==> src/rtl/host_port_pkg.sv <==
// Shared constants and types of the host bus port
// Assumes a single core clock; host pins arrive unsynchronised
package host_port_pkg;

    // ****************************************
    // Widths
    // ****************************************
    localparam int ADDR_W = 17;
    localparam int DATA_W = 16;
    localparam int MODE_W = 3;
    localparam int SYNC_STAGES = 2;

    // ****************************************
    // Strap decode
    // ****************************************
    localparam logic [2:0] MODE_SEL = 3'h7;
    localparam logic BUS_STATUS_SEL = 1'h1;
    localparam logic ENDIAN_BIG = 1'h1;
    localparam logic [1:0] STRAP_SETTLE = 2'h3;

    // ****************************************
    // Reset values
    // ****************************************
    localparam logic [DATA_W-1:0] DATA_RST = 16'h0000;
    localparam logic [ADDR_W-1:0] ADDR_RST = 17'h00000;
    localparam logic [1:0] BE_RST = 2'h0;

    // ****************************************
    // Timing
    // ****************************************
    localparam int CORE_CLK_NS = 25;
    localparam int HOST_CLK_NS = 200;
    localparam int HOST_CLK_CYCLES = HOST_CLK_NS / CORE_CLK_NS;

    // ****************************************
    // Port sequencer states
    // ****************************************
    typedef enum logic [1:0] {
        S_IDLE,
        S_ARB,
        S_READ_HOLD,
        S_WRITE_HOLD
    } port_state_t;

endpackage : host_port_pkg

==> src/rtl/pin_sync_if.sv <==
// Bundle between raw host pins and their synchronised copies
// Assumes one producer of raw levels and one synchroniser
`timescale 1ns/1ps
`default_nettype none

interface pin_sync_if #(
    parameter int W = 1
);
    logic [W-1:0] raw;
    logic [W-1:0] sync;

    modport src (output raw, input sync);
    modport syn (input raw, output sync);
endinterface : pin_sync_if

`default_nettype wire

==> src/rtl/pin_sync.sv <==
// Multi-stage synchroniser for host pin levels
// Assumes inputs are levels that stay put for several core clocks
`timescale 1ns/1ps
`default_nettype none

module pin_sync #(
    parameter int W = 1,
    parameter int STAGES = 2
) (
    input wire logic clk_i,
    input wire logic rstn_i,
    pin_sync_if.syn pins
);

    if (STAGES < 2 || W < 1) begin : g_bad_param
        $error("pin_sync needs at least two stages and one bit");
    end

    logic [W-1:0] stage_q [STAGES];

    always_ff @(posedge clk_i or negedge rstn_i) begin
        if (!rstn_i) begin
            stage_q[0] <= '0;
        end else begin
            stage_q[0] <= pins.raw;
        end
    end

    // ****************************************
    // Later stages
    // ****************************************
    for (genvar i = 1; i < STAGES; i++) begin : g_stage
        always_ff @(posedge clk_i or negedge rstn_i) begin
            if (!rstn_i) begin
                stage_q[i] <= '0;
            end else begin
                stage_q[i] <= stage_q[i-1];
            end
        end
    end

    assign pins.sync = stage_q[STAGES-1];

endmodule : pin_sync

`default_nettype wire

==> src/rtl/host_bus_port.sv <==
// Sixteen-bit host bus port with hold-off and refresh arbitration
// Assumes a core-side arbiter that acknowledges one access per request
//
// Operation
// - Transfers timed by host transfer clock edges
// - Data path to host is sixteen bits
// - Address and data pins pass through the two-stage pin synchroniser
// - Byte order taken from endian strap
// - Upper byte enable qualifies reads and writes
// - Write accepted only while write strobe low
// - Read data returned while read strobe low
// - Hold-off marks read ready, write accepted
// - Host waits while refresh owns resource
// - Hold-off output is active low
// - Bus status, direction inputs ignored in transfers
// - Low ready inserts waits; host extends cycle
// - Straps and bus status latched once the settle count reaches STRAP_SETTLE after reset release
`timescale 1ns/1ps
`default_nettype none

module host_bus_port (
    input wire logic mclk_i,
    input wire logic rstn_i,
    input wire logic host_transfer_clock_i,
    input wire logic panel_ctrl_select_n_i,
    input wire logic write_strobe_n_i,
    input wire logic read_strobe_n_i,
    input wire logic upper_byte_enable_n_i,
    input wire logic bus_status_strap_i,
    input wire logic rd_wr_dir_i,
    input wire logic endian_strap_i,
    input wire logic [host_port_pkg::MODE_W-1:0] mode_strap_i,
    input wire logic [host_port_pkg::ADDR_W-1:0] address_inputs_i,
    input wire logic [host_port_pkg::DATA_W-1:0] data_lines_i,
    output logic [host_port_pkg::DATA_W-1:0] data_lines_o,
    output logic data_lines_oe_n_o,
    output logic hold_off_n_o,
    input wire logic refresh_busy_i,
    input wire logic acc_ack_i,
    input wire logic [host_port_pkg::DATA_W-1:0] acc_rdata_i,
    output logic acc_req_o,
    output logic acc_we_o,
    output logic [host_port_pkg::ADDR_W-1:0] acc_addr_o,
    output logic [host_port_pkg::DATA_W-1:0] acc_wdata_o,
    output logic [1:0] acc_be_o,
    output logic big_endian_o,
    output logic mode_ok_o
);

    localparam int AW = host_port_pkg::ADDR_W;
    localparam int DW = host_port_pkg::DATA_W;
    localparam int MW = host_port_pkg::MODE_W;
    localparam int SW = 7 + MW + AW + DW;

    // ****************************************
    // Pin synchronisers
    // ****************************************
    pin_sync_if #(.W(SW)) pin_bus ();

    // Direction input is left out on purpose
    assign pin_bus.raw = {host_transfer_clock_i, panel_ctrl_select_n_i, write_strobe_n_i,
                          read_strobe_n_i, upper_byte_enable_n_i, bus_status_strap_i,
                          endian_strap_i, mode_strap_i, address_inputs_i, data_lines_i};

    pin_sync #(
        .W(SW),
        .STAGES(host_port_pkg::SYNC_STAGES)
    ) u_pin_sync (
        .clk_i(mclk_i),
        .rstn_i(rstn_i),
        .pins(pin_bus)
    );

    wire logic hclk_s = pin_bus.sync[SW-1];
    wire logic cs_n_s = pin_bus.sync[SW-2];
    wire logic wr_n_s = pin_bus.sync[SW-3];
    wire logic rd_n_s = pin_bus.sync[SW-4];
    wire logic ube_n_s = pin_bus.sync[SW-5];
    wire logic status_s = pin_bus.sync[SW-6];
    wire logic endian_s = pin_bus.sync[SW-7];
    wire logic [MW-1:0] mode_s = pin_bus.sync[AW+DW+MW-1:AW+DW];
    wire logic [AW-1:0] addr_s = pin_bus.sync[AW+DW-1:DW];
    wire logic [DW-1:0] data_s = pin_bus.sync[DW-1:0];

    function automatic logic [DW-1:0] swap16(input logic [DW-1:0] v, input logic big);
        swap16 = big ? {v[7:0], v[15:8]} : v;
    endfunction : swap16

    // ****************************************
    // Strap capture after reset release
    // ****************************************
    logic [1:0] strap_cnt_q;
    logic strap_done_q;
    logic big_q;
    logic mode_ok_q;

    wire logic strap_take = !strap_done_q && (strap_cnt_q == host_port_pkg::STRAP_SETTLE);
    wire logic mode_match = (mode_s == host_port_pkg::MODE_SEL) &&
                            (status_s == host_port_pkg::BUS_STATUS_SEL);

    always_ff @(posedge mclk_i or negedge rstn_i) begin
        if (!rstn_i) begin
            strap_cnt_q <= 2'h0;
            strap_done_q <= 1'b0;
            big_q <= 1'b0;
            mode_ok_q <= 1'b0;
        end else if (strap_take) begin
            strap_done_q <= 1'b1;
            big_q <= (endian_s == host_port_pkg::ENDIAN_BIG);
            mode_ok_q <= mode_match;
        end else if (!strap_done_q) begin
            strap_cnt_q <= strap_cnt_q + 2'h1;
        end
    end

    // ****************************************
    // Host clock edge and access decode
    // ****************************************
    logic hclk_prev_q;

    always_ff @(posedge mclk_i or negedge rstn_i) begin
        if (!rstn_i) begin
            hclk_prev_q <= 1'b0;
        end else begin
            hclk_prev_q <= hclk_s;
        end
    end

    host_port_pkg::port_state_t state_q, state_d;

    wire logic hclk_rise = hclk_s && !hclk_prev_q;
    wire logic sel_wr = !cs_n_s && !wr_n_s;
    wire logic sel_rd = !cs_n_s && !rd_n_s;
    wire logic start = (state_q == host_port_pkg::S_IDLE) && hclk_rise && mode_ok_q &&
                       (sel_wr || sel_rd);
    wire logic grant_ok = !acc_req_o && !refresh_busy_i;
    wire logic done = acc_req_o && acc_ack_i;
    wire logic rd_end = cs_n_s || rd_n_s;
    wire logic wr_end = cs_n_s || wr_n_s;
    wire logic [1:0] be_pin = {!ube_n_s, !addr_s[0]};
    wire logic [1:0] be_lane = big_q ? {be_pin[0], be_pin[1]} : be_pin;

    // ****************************************
    // Sequencer
    // ****************************************
    logic req_d;
    logic we_d;
    logic hold_n_d;
    logic oe_n_d;
    logic [AW-1:0] addr_d;
    logic [DW-1:0] wdata_d;
    logic [DW-1:0] rdata_d;
    logic [1:0] be_d;

    always_comb begin
        state_d = state_q;
        req_d = acc_req_o;
        we_d = acc_we_o;
        hold_n_d = hold_off_n_o;
        oe_n_d = data_lines_oe_n_o;
        addr_d = acc_addr_o;
        wdata_d = acc_wdata_o;
        rdata_d = data_lines_o;
        be_d = acc_be_o;
        unique case (state_q)
            host_port_pkg::S_IDLE: begin
                if (start) begin
                    state_d = host_port_pkg::S_ARB;
                    hold_n_d = 1'b0;
                    we_d = sel_wr;
                    addr_d = addr_s;
                    wdata_d = swap16(data_s, big_q);
                    be_d = be_lane;
                end
            end
            host_port_pkg::S_ARB: begin
                if (grant_ok) begin
                    req_d = 1'b1;
                end
                if (done) begin
                    req_d = 1'b0;
                    hold_n_d = 1'b1;
                    if (acc_we_o) begin
                        state_d = host_port_pkg::S_WRITE_HOLD;
                    end else begin
                        state_d = host_port_pkg::S_READ_HOLD;
                        rdata_d = swap16(acc_rdata_i, big_q);
                        oe_n_d = 1'b0;
                    end
                end
            end
            host_port_pkg::S_READ_HOLD: begin
                if (rd_end) begin
                    oe_n_d = 1'b1;
                    state_d = host_port_pkg::S_IDLE;
                end
            end
            host_port_pkg::S_WRITE_HOLD: begin
                if (wr_end) begin
                    state_d = host_port_pkg::S_IDLE;
                end
            end
        endcase
    end

    always_ff @(posedge mclk_i or negedge rstn_i) begin
        if (!rstn_i) begin
            state_q <= host_port_pkg::S_IDLE;
            acc_req_o <= 1'b0;
            acc_we_o <= 1'b0;
            hold_off_n_o <= 1'b1;
            data_lines_oe_n_o <= 1'b1;
            acc_addr_o <= host_port_pkg::ADDR_RST;
            acc_wdata_o <= host_port_pkg::DATA_RST;
            data_lines_o <= host_port_pkg::DATA_RST;
            acc_be_o <= host_port_pkg::BE_RST;
        end else begin
            state_q <= state_d;
            acc_req_o <= req_d;
            acc_we_o <= we_d;
            hold_off_n_o <= hold_n_d;
            data_lines_oe_n_o <= oe_n_d;
            acc_addr_o <= addr_d;
            acc_wdata_o <= wdata_d;
            data_lines_o <= rdata_d;
            acc_be_o <= be_d;
        end
    end

    always_ff @(posedge mclk_i or negedge rstn_i) begin
        if (!rstn_i) begin
            big_endian_o <= 1'b0;
            mode_ok_o <= 1'b0;
        end else begin
            big_endian_o <= big_q;
            mode_ok_o <= mode_ok_q;
        end
    end
endmodule : host_bus_port

`default_nettype wire

==> config.mk <==
export PLATFORM = sky130hd
export DESIGN_NAME = host_bus_port
export DESIGN_NICKNAME = d
export VERILOG_FILES = /design/src/rtl/host_port_pkg.sv /design/src/rtl/pin_sync_if.sv /design/src/rtl/pin_sync.sv /design/src/rtl/host_bus_port.sv
export SDC_FILE = /design/constraint.sdc
export NUM_CORES = 1
export LEC_CHECK = 0
export BUFFER_PORTS_ARGS = -buffer_cell sky130_fd_sc_hd__buf_2
export CAP_MARGIN = 20
export CORE_UTILIZATION = 45
export DETAILED_ROUTE_END_ITERATION = 8
export PLACE_DENSITY = 0.71
export SYNTH_ARGS = -nofsm -noshare
export SYNTH_HDL_FRONTEND = slang
export SYNTH_SLANG_ARGS = --single-unit
==> constraint.sdc <==
create_clock -name mclk_i -period 1.5 [get_ports mclk_i]
set_input_delay 0.3 -clock mclk_i [delete_from_list [all_inputs] [get_ports mclk_i]]
set_output_delay 0.3 -clock mclk_i [all_outputs]
set_load 0.005 [all_outputs]
==> results.md, run 1 <==
Status:
- The run finished with clean final reports.

Timing:
- Hold is met by 0.216 ns.
- The setup slack after layout is 0.0677 ns.
- Between clock sinks in the finished design, the worst skew comes to 0.00888 ns.
- Derived from the worst setup path, the maximum achievable clock frequency is 698 MHz.
- Setup violations remaining at the end of the flow were counted as 0.
- The max-slew violation count came to 0.
- The clock period could shrink to 1.43 ns.
- The number of failing hold endpoints at the final stage was 0.
- Measured against its own limit, the worst slew margin works out to 0.787.
- The share of the clock period used by the worst path after layout is 0.955.
- At the pin with the least slew margin, the transition time is 0.320 ns.

Worst setup path:
- The gate family responsible for the most delay along the worst path is flip-flops.
- The longest individual stage delay on the worst path is 0.40 ns.
- The worst endpoint data arrival time is 1.71 ns.
- Walking the worst path, the cells encountered are nor3_4 -> nand3_4 -> buf_6 -> mux2_4.
- The worst setup path is launched from a flip-flop.
- The number of buffer and inverter stages on the critical path is 1.
- The element type at the critical path end is a flip-flop.
- The slowest stage of the critical path belongs to the cell sky130_fd_sc_hd__dfrtp_1.
- The type of the setup path with the least slack is flip-flop to flip-flop.
- The biggest fanout along the worst timing path is 17.
- Data on the critical path is required at its endpoint by 1.78 ns.

Clocking:
- TritonCTS built the clock tree.
- Clock-pin slew was measured on the worst setup and hold paths at 0.06 ns.
- The later pin in the worst-skew pair is clocked with a latency of 0.40 ns.
- Counting the buffers created by CTS gives 17.
- The clock drives 151 sinks.
- The CTS root buffer is sky130_fd_sc_hd__clkbuf_16.
- The largest buffer count on any clock path is 2.
- The number of H-tree levels is 4.

Floorplan:
- The height of the die is 109 microns.
- The floorplan step defined a die boundary enclosing 11900 sq um.
- Measured along the x axis, the die boundary spans 109 microns.
- The core box area is 11000 sq um.
- 121 I/O pins were placed.
- The initial utilization of the core area, before any placement, comes to 0.469.
- The floorplan has 38 rows.

Routing:
- In the routed design, unresolved DRC markers number 0.
- The routed length per instance is 14.6 microns.
- The via count normalized by instance count is 4.69.
- The number of nets with antenna violations after routing is 0.
- The number of iterations in the first detailed-routing pass is 2.
- The total vias in the final route is 2909.
- The first routing iteration left 73 violations.
- Summed over all layers, the routed wires come to 9080 microns.

Logic synthesis:
- The fraction of synthesized cell area taken by the top area cell type is 0.721.
- After synthesis, the netlist uses 30 different library cells.
- The cell taking the most area after synthesis is sky130_fd_sc_hd__dfrtp_1.
- For this run, the number of Yosys warnings is 0.
- The number of synthesized flops with an enable pin is 0.
- The number of instances in the synthesized netlist is 279.
- The post-synthesis cell area is 5170 sq um.
- The mean cell area of the mapped netlist is 18.5 sq um.
- The share of the Yosys chip area taken by registers is 0.731.
- Ranked by total cell area, the synthesized netlist is headed by sky130_fd_sc_hd__dfrtp_1 72%, sky130_fd_sc_hd__mux2_2 12%, sky130_fd_sc_hd__mux2_4 8.1%.
- The synthesized design contains 151 register bits.
- The proportion of register bits with asynchronous set or reset after synthesis is 1.00.
- The net count of the mapped netlist is 344.
- Among all flip-flop cells after synthesis, the most frequent one is sky130_fd_sc_hd__dfrtp_1.

Pwr:
- The power density over cell area is 1400 nW/um^2.
- Of the total power, registers draw 0.485.
- The internal power of the cells totals 0.00767 W.
- The combinational power share is 0.127.
- The clock network power share is 0.388.
- The static leakage is 3.51 nW.
- The overall power consumption is 0.00989 W.
- The analysis attributes to net switching a power of 0.00222 W.
- Of the total power, the share spent switching nets is 0.224.
- The worst-case vdd ir drop is 0.957 mV.

Cells and area:
- In the final layout, the multi-input gates occupy 1320 sq um.
- The proportion of layout cells with a drive suffix above 1 is 0.533.
- For this run, the number of standard cells in the final layout without fillers is 620.
- The register area is 3780 sq um.
- The area added between synthesis and finish is 36.6%.
- The design area is 7060 sq um.
- The net count of the finished layout is 533.
- The final-layout fill cell count is 811.
- 0 antenna diodes ended up in the layout.

Placement:
- Timing analysis after detailed placement gives a worst setup slack of 0.00619 ns.
- The routability congestion estimate from global placement is 0.740.
- The number of port buffers is 119.
- The number of placed instances, taps included, is 543.
- Once placement finished, the instance area stood at 6060 sq um.
- The wire-length estimate of the detail-placed layout is 5710 microns.

GRT:
- The first global-routing pass estimated 14900 microns of wire.
- The via count of the first global-routing pass is 3106.
- The maximum number of pins on one net before global-route repair is 63.
- For this run, the total global-route usage over all layers was measured as 0.169.
- The initial antenna violation count is 0.
- Summed over all layers, the global routing overflow is 0.

Flow run:
- The number of max-capacitance violations reported is 0.

Worst hold path:
- The worst min-delay path class is input port to flip-flop.
-- layout make-up --
type                    count  share of cell area
clock buffers              24              0.0711
clock inverters             7             0.00620
inverters                   1            0.000532
multi-input cells         119               0.187
flip-flops and latches    151               0.536
well taps                 140              0.0248
repair buffers            178               0.175
-- worst min-delay path, stage by stage --
cell	delay [ns]
sky130_fd_sc_hd__buf_2	0.07
sky130_fd_sc_hd__nor2_1	0.03
sky130_fd_sc_hd__o22a_1	0.17
-- cells in the mapped netlist, types with 2 or more instances --
cell type,count
sky130_fd_sc_hd__o21ai_0,3
sky130_fd_sc_hd__mux2i_1,2
sky130_fd_sc_hd__nor3_4,2
sky130_fd_sc_hd__nor2_1,6
sky130_fd_sc_hd__buf_6,4
sky130_fd_sc_hd__nand3_1,2
sky130_fd_sc_hd__nand2_1,2
sky130_fd_sc_hd__mux2_4,28
sky130_fd_sc_hd__dfrtp_1,149
sky130_fd_sc_hd__dfstp_2,2
sky130_fd_sc_hd__buf_2,4
sky130_fd_sc_hd__mux2_2,57
-- kinds of logic (layout without fill, tap and decap cells) --
logic type / Yosys count / after routing / share of synthesized area
DFF: 151 / 151 / 0.731
adders and majority gates: 1 / 1 / 0.00242
muxes: 87 / 87 / 0.209
buffers and inverters: 9 / 210 / 0.0133
and+or+nand+nor: 19 / 19 / 0.0266
xor gates and xnor gates: 1 / 1 / 0.00169
AOI/OAI and AO/OA: 11 / 11 / 0.0152
-- power by group through the flow --
stage / Clock, W / Combinational (W) / Sequential, W
floorplan: 0 / 0.000494 / 0.00488
global placement: 0 / 0.00115 / 0.00484
detailed placement: 0 / 0.00118 / 0.00487
CTS: 0.00393 / 0.00127 / 0.00481
global route: 0.00412 / 0.00140 / 0.00487
finish: 0.00383 / 0.00126 / 0.00480
-- registers in the layout, summed over array words and instances (netlist names) --
register and count:
data_lines_oe_n_o 1, acc_be_o 2, acc_wdata_o 16, u_pin_sync.stage_q 43, mode_ok_o 1, mode_ok_q 1
data_lines_o 16, hclk_prev_q 1, strap_cnt_q 2, big_endian_o 1, acc_req_o 1, strap_done_q 1
state_q 2, big_q 1, u_pin_sync.pins.sync 43, acc_we_o 1, hold_off_n_o 1, acc_addr_o 17
-- what timing repair did --
action	in CTS	in global routing
endpoints found under the hold margin	132	0
resized for setup	1	0
hold buffers	44	0
pin swaps	0	1
buffers inserted	0	2
setup endpoints to repair	3	10
-- per-stage QoR --
stage                util  setup TNS, ns
detailed placement  0.549              0
CTS                 0.639              0
global placement    0.549              0
finish              0.640              0
floorplan               -              0
global route        0.640       -0.00817
-- per-layer routing --
layer	vias up	part of all wire	GRT usage
met5	-	0	0
met4	0	0.015	0.0752
met3	15	0.044	0.0490
met2	78	0.51	0.273
met1	1467	0.44	0.211
li1	1349	-	-
-- cells in the final DEF, fill, tap and decap left out, types with 2 or more instances in the layout --
| master | count |
|---|---|
| sky130_fd_sc_hd__dfstp_2 | 2 |
| sky130_fd_sc_hd__nand2_1 | 2 |
| sky130_fd_sc_hd__mux2_2 | 57 |
| sky130_fd_sc_hd__dfrtp_1 | 148 |
| sky130_fd_sc_hd__clkinvlp_4 | 2 |
| sky130_fd_sc_hd__clkbuf_16 | 17 |
| sky130_fd_sc_hd__clkbuf_8 | 5 |
| sky130_fd_sc_hd__dlygate4sd3_1 | 44 |
| sky130_fd_sc_hd__o21ai_0 | 3 |
| sky130_fd_sc_hd__clkinv_2 | 4 |
| sky130_fd_sc_hd__nor2_1 | 6 |
| sky130_fd_sc_hd__buf_4 | 8 |
| sky130_fd_sc_hd__nor3_4 | 2 |
| sky130_fd_sc_hd__buf_12 | 6 |
| sky130_fd_sc_hd__mux2_4 | 28 |
| sky130_fd_sc_hd__buf_6 | 2 |
| sky130_fd_sc_hd__clkbuf_1 | 2 |
| sky130_fd_sc_hd__nand3_1 | 2 |
| sky130_fd_sc_hd__buf_2 | 118 |
| sky130_fd_sc_hd__mux2i_1 | 2 |
-- worst paths after layout --
path                                         from                       end  slack, ns  depth (start not counted)
max                                    state_q[0]            acc_wdata_o[3]       0.07                          4
max reg2reg                            state_q[0]            acc_wdata_o[3]       0.07                          4
min in group asynchronous                  rstn_i    u_pin_sync.stage_q[66]       0.28                          2
min                                refresh_busy_i                 acc_req_o       0.22                          3
min reg2reg                u_pin_sync.stage_q[81]  u_pin_sync.pins.sync[38]       0.35                          0
max in group asynchronous                  rstn_i         data_lines_oe_n_o       0.62                          3
Power figures use the tool's default switching activity.
==> run 2, diff against run 1 <==
- PLACE_DENSITY: 0.71 -> 0.69
- clock period: 1.5 -> 1.7 ns (I/O delays scaled with it)
==> run 2 against run 1 <==
Combinational power shrank 20%. Cell area down 6.3%. Non-clock buffer count shrank 47. Clock power fell by 6.5%. First-iteration DRC count shrank 12%. Largest cell class unchanged. Critical path depth rose by 1. Largest power group unchanged. Total power fell by 11%. Via count is 6.6% lower.
==> results.md, run 2 (synthesis results as in run 1) <==
Clocking:
- The largest buffer count on any clock path came to 2 (unchanged).
- The number of clock sinks is 151 (unchanged).
- The number of H-tree levels is 4 (unchanged).
- The total CTS buffers came to 17 (unchanged).
- In this run the clock root is driven by a sky130_fd_sc_hd__clkbuf_16.
- The source-to-sink clock delay at the later pin of the worst-skew pair is 0.41 ns (about the same).
- The number of gates resized after cts is 0 (-1).
- TritonCTS built the clock tree.
- The clock-pin slew on the worst setup and hold paths came to 0.06 ns (about the same).

Pwr:
- The static leakage came to 3.31 nW (-5.5%).
- The worst-case vdd ir drop was 0.980 mV (+2.5%).
- The fraction of power spent switching nets is 0.220 (-0.00418).
- The overall power consumption is 0.00882 W (-11%).
- The share of power burned in registers came to 0.480 (-0.005).
- The clock network power share is 0.406 (+0.018).
- The switching power total is 0.00194 W (-13%).
- The power density over cell area was 1330 nW/um^2 (-4.9%).
- The cell-internal power is 0.00688 W (-10%).
- The combinational power share came to 0.115 (-0.012).

Cells and area:
- From synthesis to final layout, the design area changed by 28.0%.
- The library cells used most frequently in the layout, excluding fill and tap cells, are 149 x sky130_fd_sc_hd__dfrtp_1, 118 x sky130_fd_sc_hd__buf_2, 57 x sky130_fd_sc_hd__mux2_2.
- The final-layout fill cell count came to 824 (+1.6%).
- The proportion of layout cells with a drive suffix above 1 is 0.573 (+0.0394).
- The leading cell type in the layout, fill and taps excluded is sky130_fd_sc_hd__dfrtp_1.
- The number of antenna cells inserted came to 0 (unchanged).
- The number of nets at the end of the flow came to 486 (-8.8%).

Worst setup path:
- STA classifies the critical path startpoint as a flip-flop.
- The required time of the critical path is 1.98 ns (+0.20 ns).
- The type of the setup path with the least slack is flip-flop to flip-flop.
- The worst endpoint data arrival time is 1.84 ns (+0.13 ns).
- The biggest fanout along the worst timing path was 16 (-1).
- The element type at the critical path end is a flip-flop.
- The worst-case register-to-register setup slack was 0.15 ns (+0.08 ns).

Flow run:
- The number of max-capacitance violations reported is 0 (unchanged).

Timing:
- The measured slew at the worst slew-check pin is 0.365 ns (+0.0450 ns).
- The final critical-path required period is 1.55 ns (+0.118 ns).
- The fmax is 645 MHz (-7.6%).
- The maximum clock skew at final layout is 0.00824 ns (-0.000638 ns).
- The max-slew violation count was 0 (unchanged).
- The share of the clock period used by the worst path after layout is 0.912 (-0.0427).
- The total of endpoints with negative setup slack in the final report was 0 (unchanged).
- The worst slew slack as a fraction of its limit is 0.757 (-0.0300).
- Setup repair after global routing left no endpoint under its margin.
- The smallest hold slack is 0.0308 ns (-0.185 ns).
- The final setup TNS was 0 ns (unchanged).
- The number of failing hold endpoints at the final stage is 0 (unchanged).

Routing:
- The number of nets with antenna violations after routing was 0 (unchanged).
- The routed length per instance was 14.6 microns (-0.21%).
- The via count normalized by instance count came to 4.74 (+1.1%).
- The post-detailed-routing wire length is 8370 microns (-7.8%).
- The number of remaining DRC errors is 0 (unchanged).
- The number of iterations in the first detailed-routing pass is 2 (unchanged).
- The total vias in the final route came to 2717 (-6.6%).
- The iteration-0 DRC count of the detailed router came to 64 (-12%).

Status:
- The run finished with clean final reports.

Placement:
- The number of port buffers was 119 (unchanged).
- The estimated wirelength of the detail-placed design was 5710 microns (+0.15%).
- The routability congestion estimate from global placement is 0.725 (-1.9%).

Floorplan:
- The core box area came to 11000 sq um (unchanged).
- The count of boundary I/O pins came to 121 (unchanged).
- The number of rows created at floorplan is 38 (unchanged).
- The die outline width is 109 microns (unchanged).
- The starting density of the core was 0.469 (unchanged).
- The height of the die is 109 microns (unchanged).
- The die outline area is 11900 sq um (unchanged).

GRT:
- The wire length of the first global-routing pass was 13700 microns (-8.3%).
- The initial antenna violation count is 0 (unchanged).
- The maximum number of pins on one net before global-route repair is 39 (-38%).
- The leftover overflow at the end of global routing is 0 (unchanged).
- The via count of the first global-routing pass is 2828 (-9.0%).
- The combined global-route utilization of all metal layers is 0.159 (-0.00965).

Worst hold path:
- The worst min-delay path class is input port to flip-flop.
[run 2: power by group through the flow]
| stage | Combinational, W | Sequential [W] | Clock, W |
|---|---|---|---|
| after floorplan | 0.000436 | 0.00430 | 0 |
| after CTS | 0.00104 | 0.00423 | 0.00368 |
| final | 0.00101 | 0.00423 | 0.00358 |
| after detailed placement | 0.00103 | 0.00430 | 0 |
| after global placement | 0.00100 | 0.00427 | 0 |
| after global routing | 0.00113 | 0.00428 | 0.00385 |
[run 2: metal layers]
| metal | vias to the layer above | routed length [microns] | global-route usage | part of all wire |
|---|---|---|---|---|
| met1 | 1380 | 3450 | 0.182 | 0.41 |
| met2 | 69 | 4360 | 0.268 | 0.52 |
| met3 | 9 | 424 | 0.0538 | 0.051 |
| li1 | 1259 | - | - | - |
| met4 | 0 | 144 | 0.0771 | 0.017 |
| met5 | - | 0 | 0 | 0 |
[run 2: area by class of cell]
type | instances | area, sq um | area share
flip-flops and latches | 151 | 3780 | 0.571
clock buffers | 24 | 472 | 0.0713
inverters | 1 | 3.75 | 0.000567
repair buffers | 131 | 769 | 0.116
multi-input cells | 119 | 1320 | 0.200
clock inverters | 7 | 95.1 | 0.0144
well taps | 140 | 175 | 0.0265
[run 2: final timing paths]
kind                                   startpoint                  endpoint  cells past startpoint
min in group asynchronous                  rstn_i             acc_addr_o[5]                      2
min                               data_lines_i[9]    u_pin_sync.stage_q[52]                      1
max reg2reg                            state_q[1]           data_lines_o[6]                      5
max                                    state_q[1]           data_lines_o[6]                      5
max in group asynchronous                  rstn_i              hold_off_n_o                      3
min reg2reg                u_pin_sync.stage_q[69]  u_pin_sync.pins.sync[26]                      0
[run 2: repair_timing]
action / CTS / global route
endpoints found under the setup margin: 0 / 0
setup buffers: 0 / 0
hold buffers: 1 / 0
hold endpoints to repair: 32 / 0
[run 2: critical path: stages (launching register included)]
cell	delay [ns]
sky130_fd_sc_hd__dfrtp_1	0.41
sky130_fd_sc_hd__buf_4	0.17
sky130_fd_sc_hd__nand2b_4	0.17
sky130_fd_sc_hd__nor3_4	0.15
sky130_fd_sc_hd__buf_12	0.18
sky130_fd_sc_hd__mux2_2	0.34
[run 2: per-stage QoR]
| step | cell area, sq um | utilization | setup slack, ns | cells |
|---|---|---|---|---|
| 6_report | 6620 | 0.600 | 0.149 | 573 |
| 5_1_grt | 6620 | 0.600 | 0.0707 | 573 |
| 4_1_cts | 6620 | 0.600 | 0.141 | 573 |
| 3_5_place_dp | 6040 | 0.548 | 0.158 | 541 |
| 3_3_place_gp | 6040 | 0.548 | 0.197 | 541 |
| 2_1_floorplan | 5170 | - | 0.193 | 279 |
==> run 3, diff against run 2 <==
- PLACE_DENSITY: 0.69 -> 0.68
- RECOVER_POWER: unset -> 50
- SYNTH_HIERARCHICAL: unset -> 1
==> run 3 against run 2 <==
The run now ends with DRC, setup timing left. Maximum frequency shrank 12%. Worst hold slack is essentially flat. Combinational power shrank 18%. Clock-buffer cell count grew 1. Synthesized cell count grew 15%. Clock power shrank 3%. Sequential power shrank 3%. Global-route usage shrank 1.2 points. Area after synthesis grew 6.0%. Flip-flop and latch count is the same. First-iteration DRC count grew 17%. Final cell count grew 1.2%. Critical path type unchanged. Critical endpoint is now acc_addr_o[6]. Largest cell class unchanged.
==> results.md, run 3 <==
Worst setup path:
- The required time of the critical path was 1.99 ns (about the same).
- STA classifies the critical path endpoint as a flip-flop.
- The biggest fanout along the worst timing path is 27 (+11).
- The longest individual stage delay on the worst path is 0.39 ns (-0.02 ns).
- For this design, the slowest cell found on the critical path is sky130_fd_sc_hd__a2111o_2.
- The worst endpoint data arrival time came to 2.06 ns (+0.22 ns).
- The critical path is of the flip-flop to flip-flop type.
- Traced cell by cell, the critical path runs through or3_4 -> a2111o_2 -> buf_12 -> mux2_4.
- The critical path startpoint category is a flip-flop.

Clocking:
- The number of clock sinks came to 151 (unchanged).
- TritonCTS built the clock tree.
- The number of H-tree levels is 4 (unchanged).
- The source-to-sink clock delay at the later pin of the worst-skew pair is 0.41 ns (about the same).
- In this run the clock root is driven by a sky130_fd_sc_hd__clkbuf_16.
- The largest buffer count on any clock path is 2 (unchanged).
- The clock-pin slew on the worst setup and hold paths is 0.06 ns (about the same).
- The total CTS buffers is 17 (unchanged).

Routing:
- The number of iterations in the first detailed-routing pass is 6 (+4).
- The highest metal layer with signal wires is met4.
- The via count normalized by instance count is 4.70 (-0.84%).
- The routed length per instance came to 14.1 microns (-3.3%).
- The total vias in the final route came to 2727 (+0.37%).
- The total routed wire length on the met1 layer was 3570 microns (+3.5%).
- The routed length on met2 is 3840 microns (-12%).
- The post-detailed-routing wire length is 8200 microns (-2.1%).
- The iteration-0 DRC count of the detailed router is 75 (+17%).
- The length of routed met3 wiring was 634 microns (+50%).
- The number of remaining DRC errors was 18 (+18).
- The number of nets with antenna violations after routing is 0 (unchanged).

Logic synthesis:
- The most frequent cell after synthesis is sky130_fd_sc_hd__dfrtp_1.
- Counting instances in the post-synthesis netlist gives the leading cell types as 149 x sky130_fd_sc_hd__dfrtp_1, 57 x sky130_fd_sc_hd__mux2_2, 43 x sky130_fd_sc_hd__buf_4.
- For this run, the leading register cell type out of synthesis is sky130_fd_sc_hd__dfrtp_1.
- The number of instances in the synthesized netlist was 320 (+15%).
- The number of synthesis warnings is 6 (+6).
- The count of cell types in the netlist is 29 (-3.3%).
- The net count of the mapped netlist is 385 (+12%).
- Yosys attributes the largest share of cell area to sky130_fd_sc_hd__dfrtp_1 68%, sky130_fd_sc_hd__mux2_2 12%, sky130_fd_sc_hd__mux2_4 7.7%.
- The number of synthesized flops with an enable pin is 0 (unchanged).
- The proportion of synthesized chip area in sequential cells is 0.690 (-0.0411).
- The post-synthesis cell area is 5480 sq um (+6.0%).
- sky130_fd_sc_hd__dfrtp_1 takes more of the synthesized area than any other cell.
- The fraction of synthesized cell area taken by the top area cell type is 0.681 (-0.0405).
- The count of state elements after synthesis came to 151 (unchanged).
- The mean cell area of the mapped netlist was 17.1 sq um (-7.6%).
- The proportion of register bits with asynchronous set or reset after synthesis came to 1.00 (unchanged).

Floorplan:
- The core box area is 11700 sq um (+5.7%).
- The die outline area is 12600 sq um (+5.8%).
- The die outline width came to 112 microns (+2.9%).
- The count of boundary I/O pins is 121 (unchanged).
- The number of rows created at floorplan is 39 (+2.6%).
- The starting density of the core is 0.470 (+0.000999).
- The height of the die is 112 microns (+2.9%).

Pwr:
- The switching power total is 0.00181 W (-6.4%).
- The combinational power share is 0.098 (-0.017).
- The static leakage came to 3.32 nW (+0.24%).
- The fraction of power spent switching nets was 0.216 (-0.00354).
- The worst-case vdd ir drop was 0.957 mV (-2.4%).
- The cell-internal power is 0.00658 W (-4.4%).
- The share of power burned in registers was 0.490 (+0.010).
- The power density over cell area is 1280 nW/um^2 (-4.1%).
- The clock network power share was 0.412 (+0.006).

Cells and area:
- The number of standard cells in the layout, taps in and fillers out is 580 (+1.2%).
- The number of nets at the end of the flow was 487 (+0.21%).
- In the layout the commonest cells are 149 x sky130_fd_sc_hd__dfrtp_1, 117 x sky130_fd_sc_hd__buf_2, 57 x sky130_fd_sc_hd__mux2_2.
- The proportion of layout cells with a drive suffix above 1 came to 0.579 (+0.00656).
- Leaving out fill and tap cells, the most frequent cell in the layout is sky130_fd_sc_hd__dfrtp_1.
- The area added between synthesis and finish is 19.8%.

Placement:
- The number of cells after detailed placement was 545 (+0.74%).
- The number of port buffers was 119 (unchanged).
- The placement-stage worst setup slack is -0.0817 ns (-0.240 ns).
- The routability congestion estimate from global placement is 0.696 (-4.0%).
- The estimated wirelength of the detail-placed design is 5660 microns (-0.88%).

GRT:
- The leftover overflow at the end of global routing is 0 (unchanged).
- The initial antenna violation count is 3 (+3).
- The via count of the first global-routing pass was 2954 (+4.5%).
- The combined global-route utilization of all metal layers came to 0.147 (-0.0124).
- The wire length of the first global-routing pass came to 13900 microns (+1.8%).
- The maximum number of pins on one net before global-route repair is 46 (+18%).

Timing:
- The maximum clock skew at final layout came to 0.00511 ns (-0.00313 ns).
- Setup repair after global routing could not meet its margin everywhere.
- The fmax is 565 MHz (-12%).
- The measured slew at the worst slew-check pin came to 1.01 ns (+0.648 ns).
- The share of the clock period used by the worst path after layout is 1.04 (+0.129).
- The number of failing hold endpoints at the final stage came to 0 (unchanged).
- The setup slack after layout is -0.0703 ns (-0.220 ns).
- The total of endpoints with negative setup slack in the final report is 35 (+35).
- The final critical-path required period is 1.77 ns (+0.220 ns).
- The worst slew slack as a fraction of its limit is 0.325 (-0.432).
- The max-slew violation count is 0 (unchanged).

Status:
- The flow ran to the end, but the final reports show violations.
- The checks that failed: DRC, setup timing.

Worst hold path:
- The worst min-delay path class is input port to flip-flop.

Flow run:
- The number of max-capacitance violations reported came to 0 (unchanged).
[run 3: changes by cell type in the layout (fill, tap and decap cells not counted), sizes merged, moves of 2 or more]
cell	previous run	this run
buf	130	132
nor2	6	3
nand2	2	4
clkbuf	24	27
nand3	3	0
diode	0	2
[run 3: through the flow]
stage	power [W]	instance area (sq um)	hold slack, ns	util	setup TNS, ns
2_1_floorplan	0.00460	5480	0.0444	-	-2.29
3_3_place_gp	0.00498	6020	0.278	0.516	-1.85
3_5_place_dp	0.00502	6020	0.281	0.516	-2.36
4_1_cts	0.00855	6590	0.00660	0.565	-2.36
5_1_grt	0.00880	6560	0.00417	0.562	-3.36
6_report	0.00839	6570	0.0305	0.563	-2.05
[run 3: critical path, delay by kind of cell (launching register included)]
family | cells | cell delay, ns
flip-flops | 1 | 0.37
multiplexers | 1 | 0.31
AO/OA/AOI/OAI | 1 | 0.39
buffers and inverters | 1 | 0.20
AND/OR/NAND/NOR | 1 | 0.37
[run 3: power by group through the flow]
| stage | clock [W] | combinational, W | sequential (W) |
|---|---|---|---|
| global route | 0.00374 | 0.000912 | 0.00415 |
| detailed placement | 0 | 0.000851 | 0.00417 |
| floorplan | 0 | 0.000430 | 0.00417 |
| CTS | 0.00358 | 0.000855 | 0.00412 |
| finish | 0.00346 | 0.000825 | 0.00411 |
| global placement | 0 | 0.000826 | 0.00416 |
[run 3: worst paths after layout]
| check | depth (start not counted) | slack [ns] | from | endpoint |
|---|---|---|---|---|
| max in group asynchronous | 3 | 0.26 | rstn_i | big_endian_o |
| worst min register to register | 0 | 0.34 | u_pin_sync/stage_q[63] | u_pin_sync/pins.sync[20] |
| worst min-delay path | 1 | 0.03 | data_lines_i[3] | u_pin_sync/stage_q[46] |
| min in group asynchronous | 2 | 0.64 | rstn_i | u_pin_sync/pins.sync[23] |
| worst max register to register | 4 | -0.07 | state_q[1] | acc_addr_o[6] |
| worst max-delay path | 4 | -0.07 | state_q[1] | acc_addr_o[6] |
[run 3: cells by family after synthesis]
group / share of synthesized area
DFF: 0.690
muxes: 0.198
buffers and inverters: 0.0770
and+or+nand+nor: 0.0148
AOI/OAI and AO/OA: 0.0164
xor gates and xnor gates: 0.00160
adders and majority gates: 0.00228
[run 3: per-layer routing]
metal  global-route usage  up-vias
li1                     -     1252
met1                0.181     1364
met2                0.219       96
met3               0.0670       15
met4               0.0738        0
met5                    0        -
[run 3: repair_timing]
item                                   CTS  global route
resized for setup                        0             0
hold buffers                             1             0
setup buffers                            0             0
endpoints found under the hold margin   35             0
setup endpoints to repair               35            35
pin swaps                                0             0
[run 3: layout make-up]
| class | count | area [sq um] |
|---|---|---|
| Antenna cell | 2 | 5.00 |
| Clock buffer | 25 | 485 |
| Clock inverter | 7 | 68.8 |
| Fill cell | 910 | 5100 |
| Inverter | 2 | 7.51 |
| Multi-Input combinational cell | 115 | 1280 |
| Sequential cell | 151 | 3780 |
| Tap cell | 143 | 179 |
| Timing Repair Buffer | 135 | 762 |
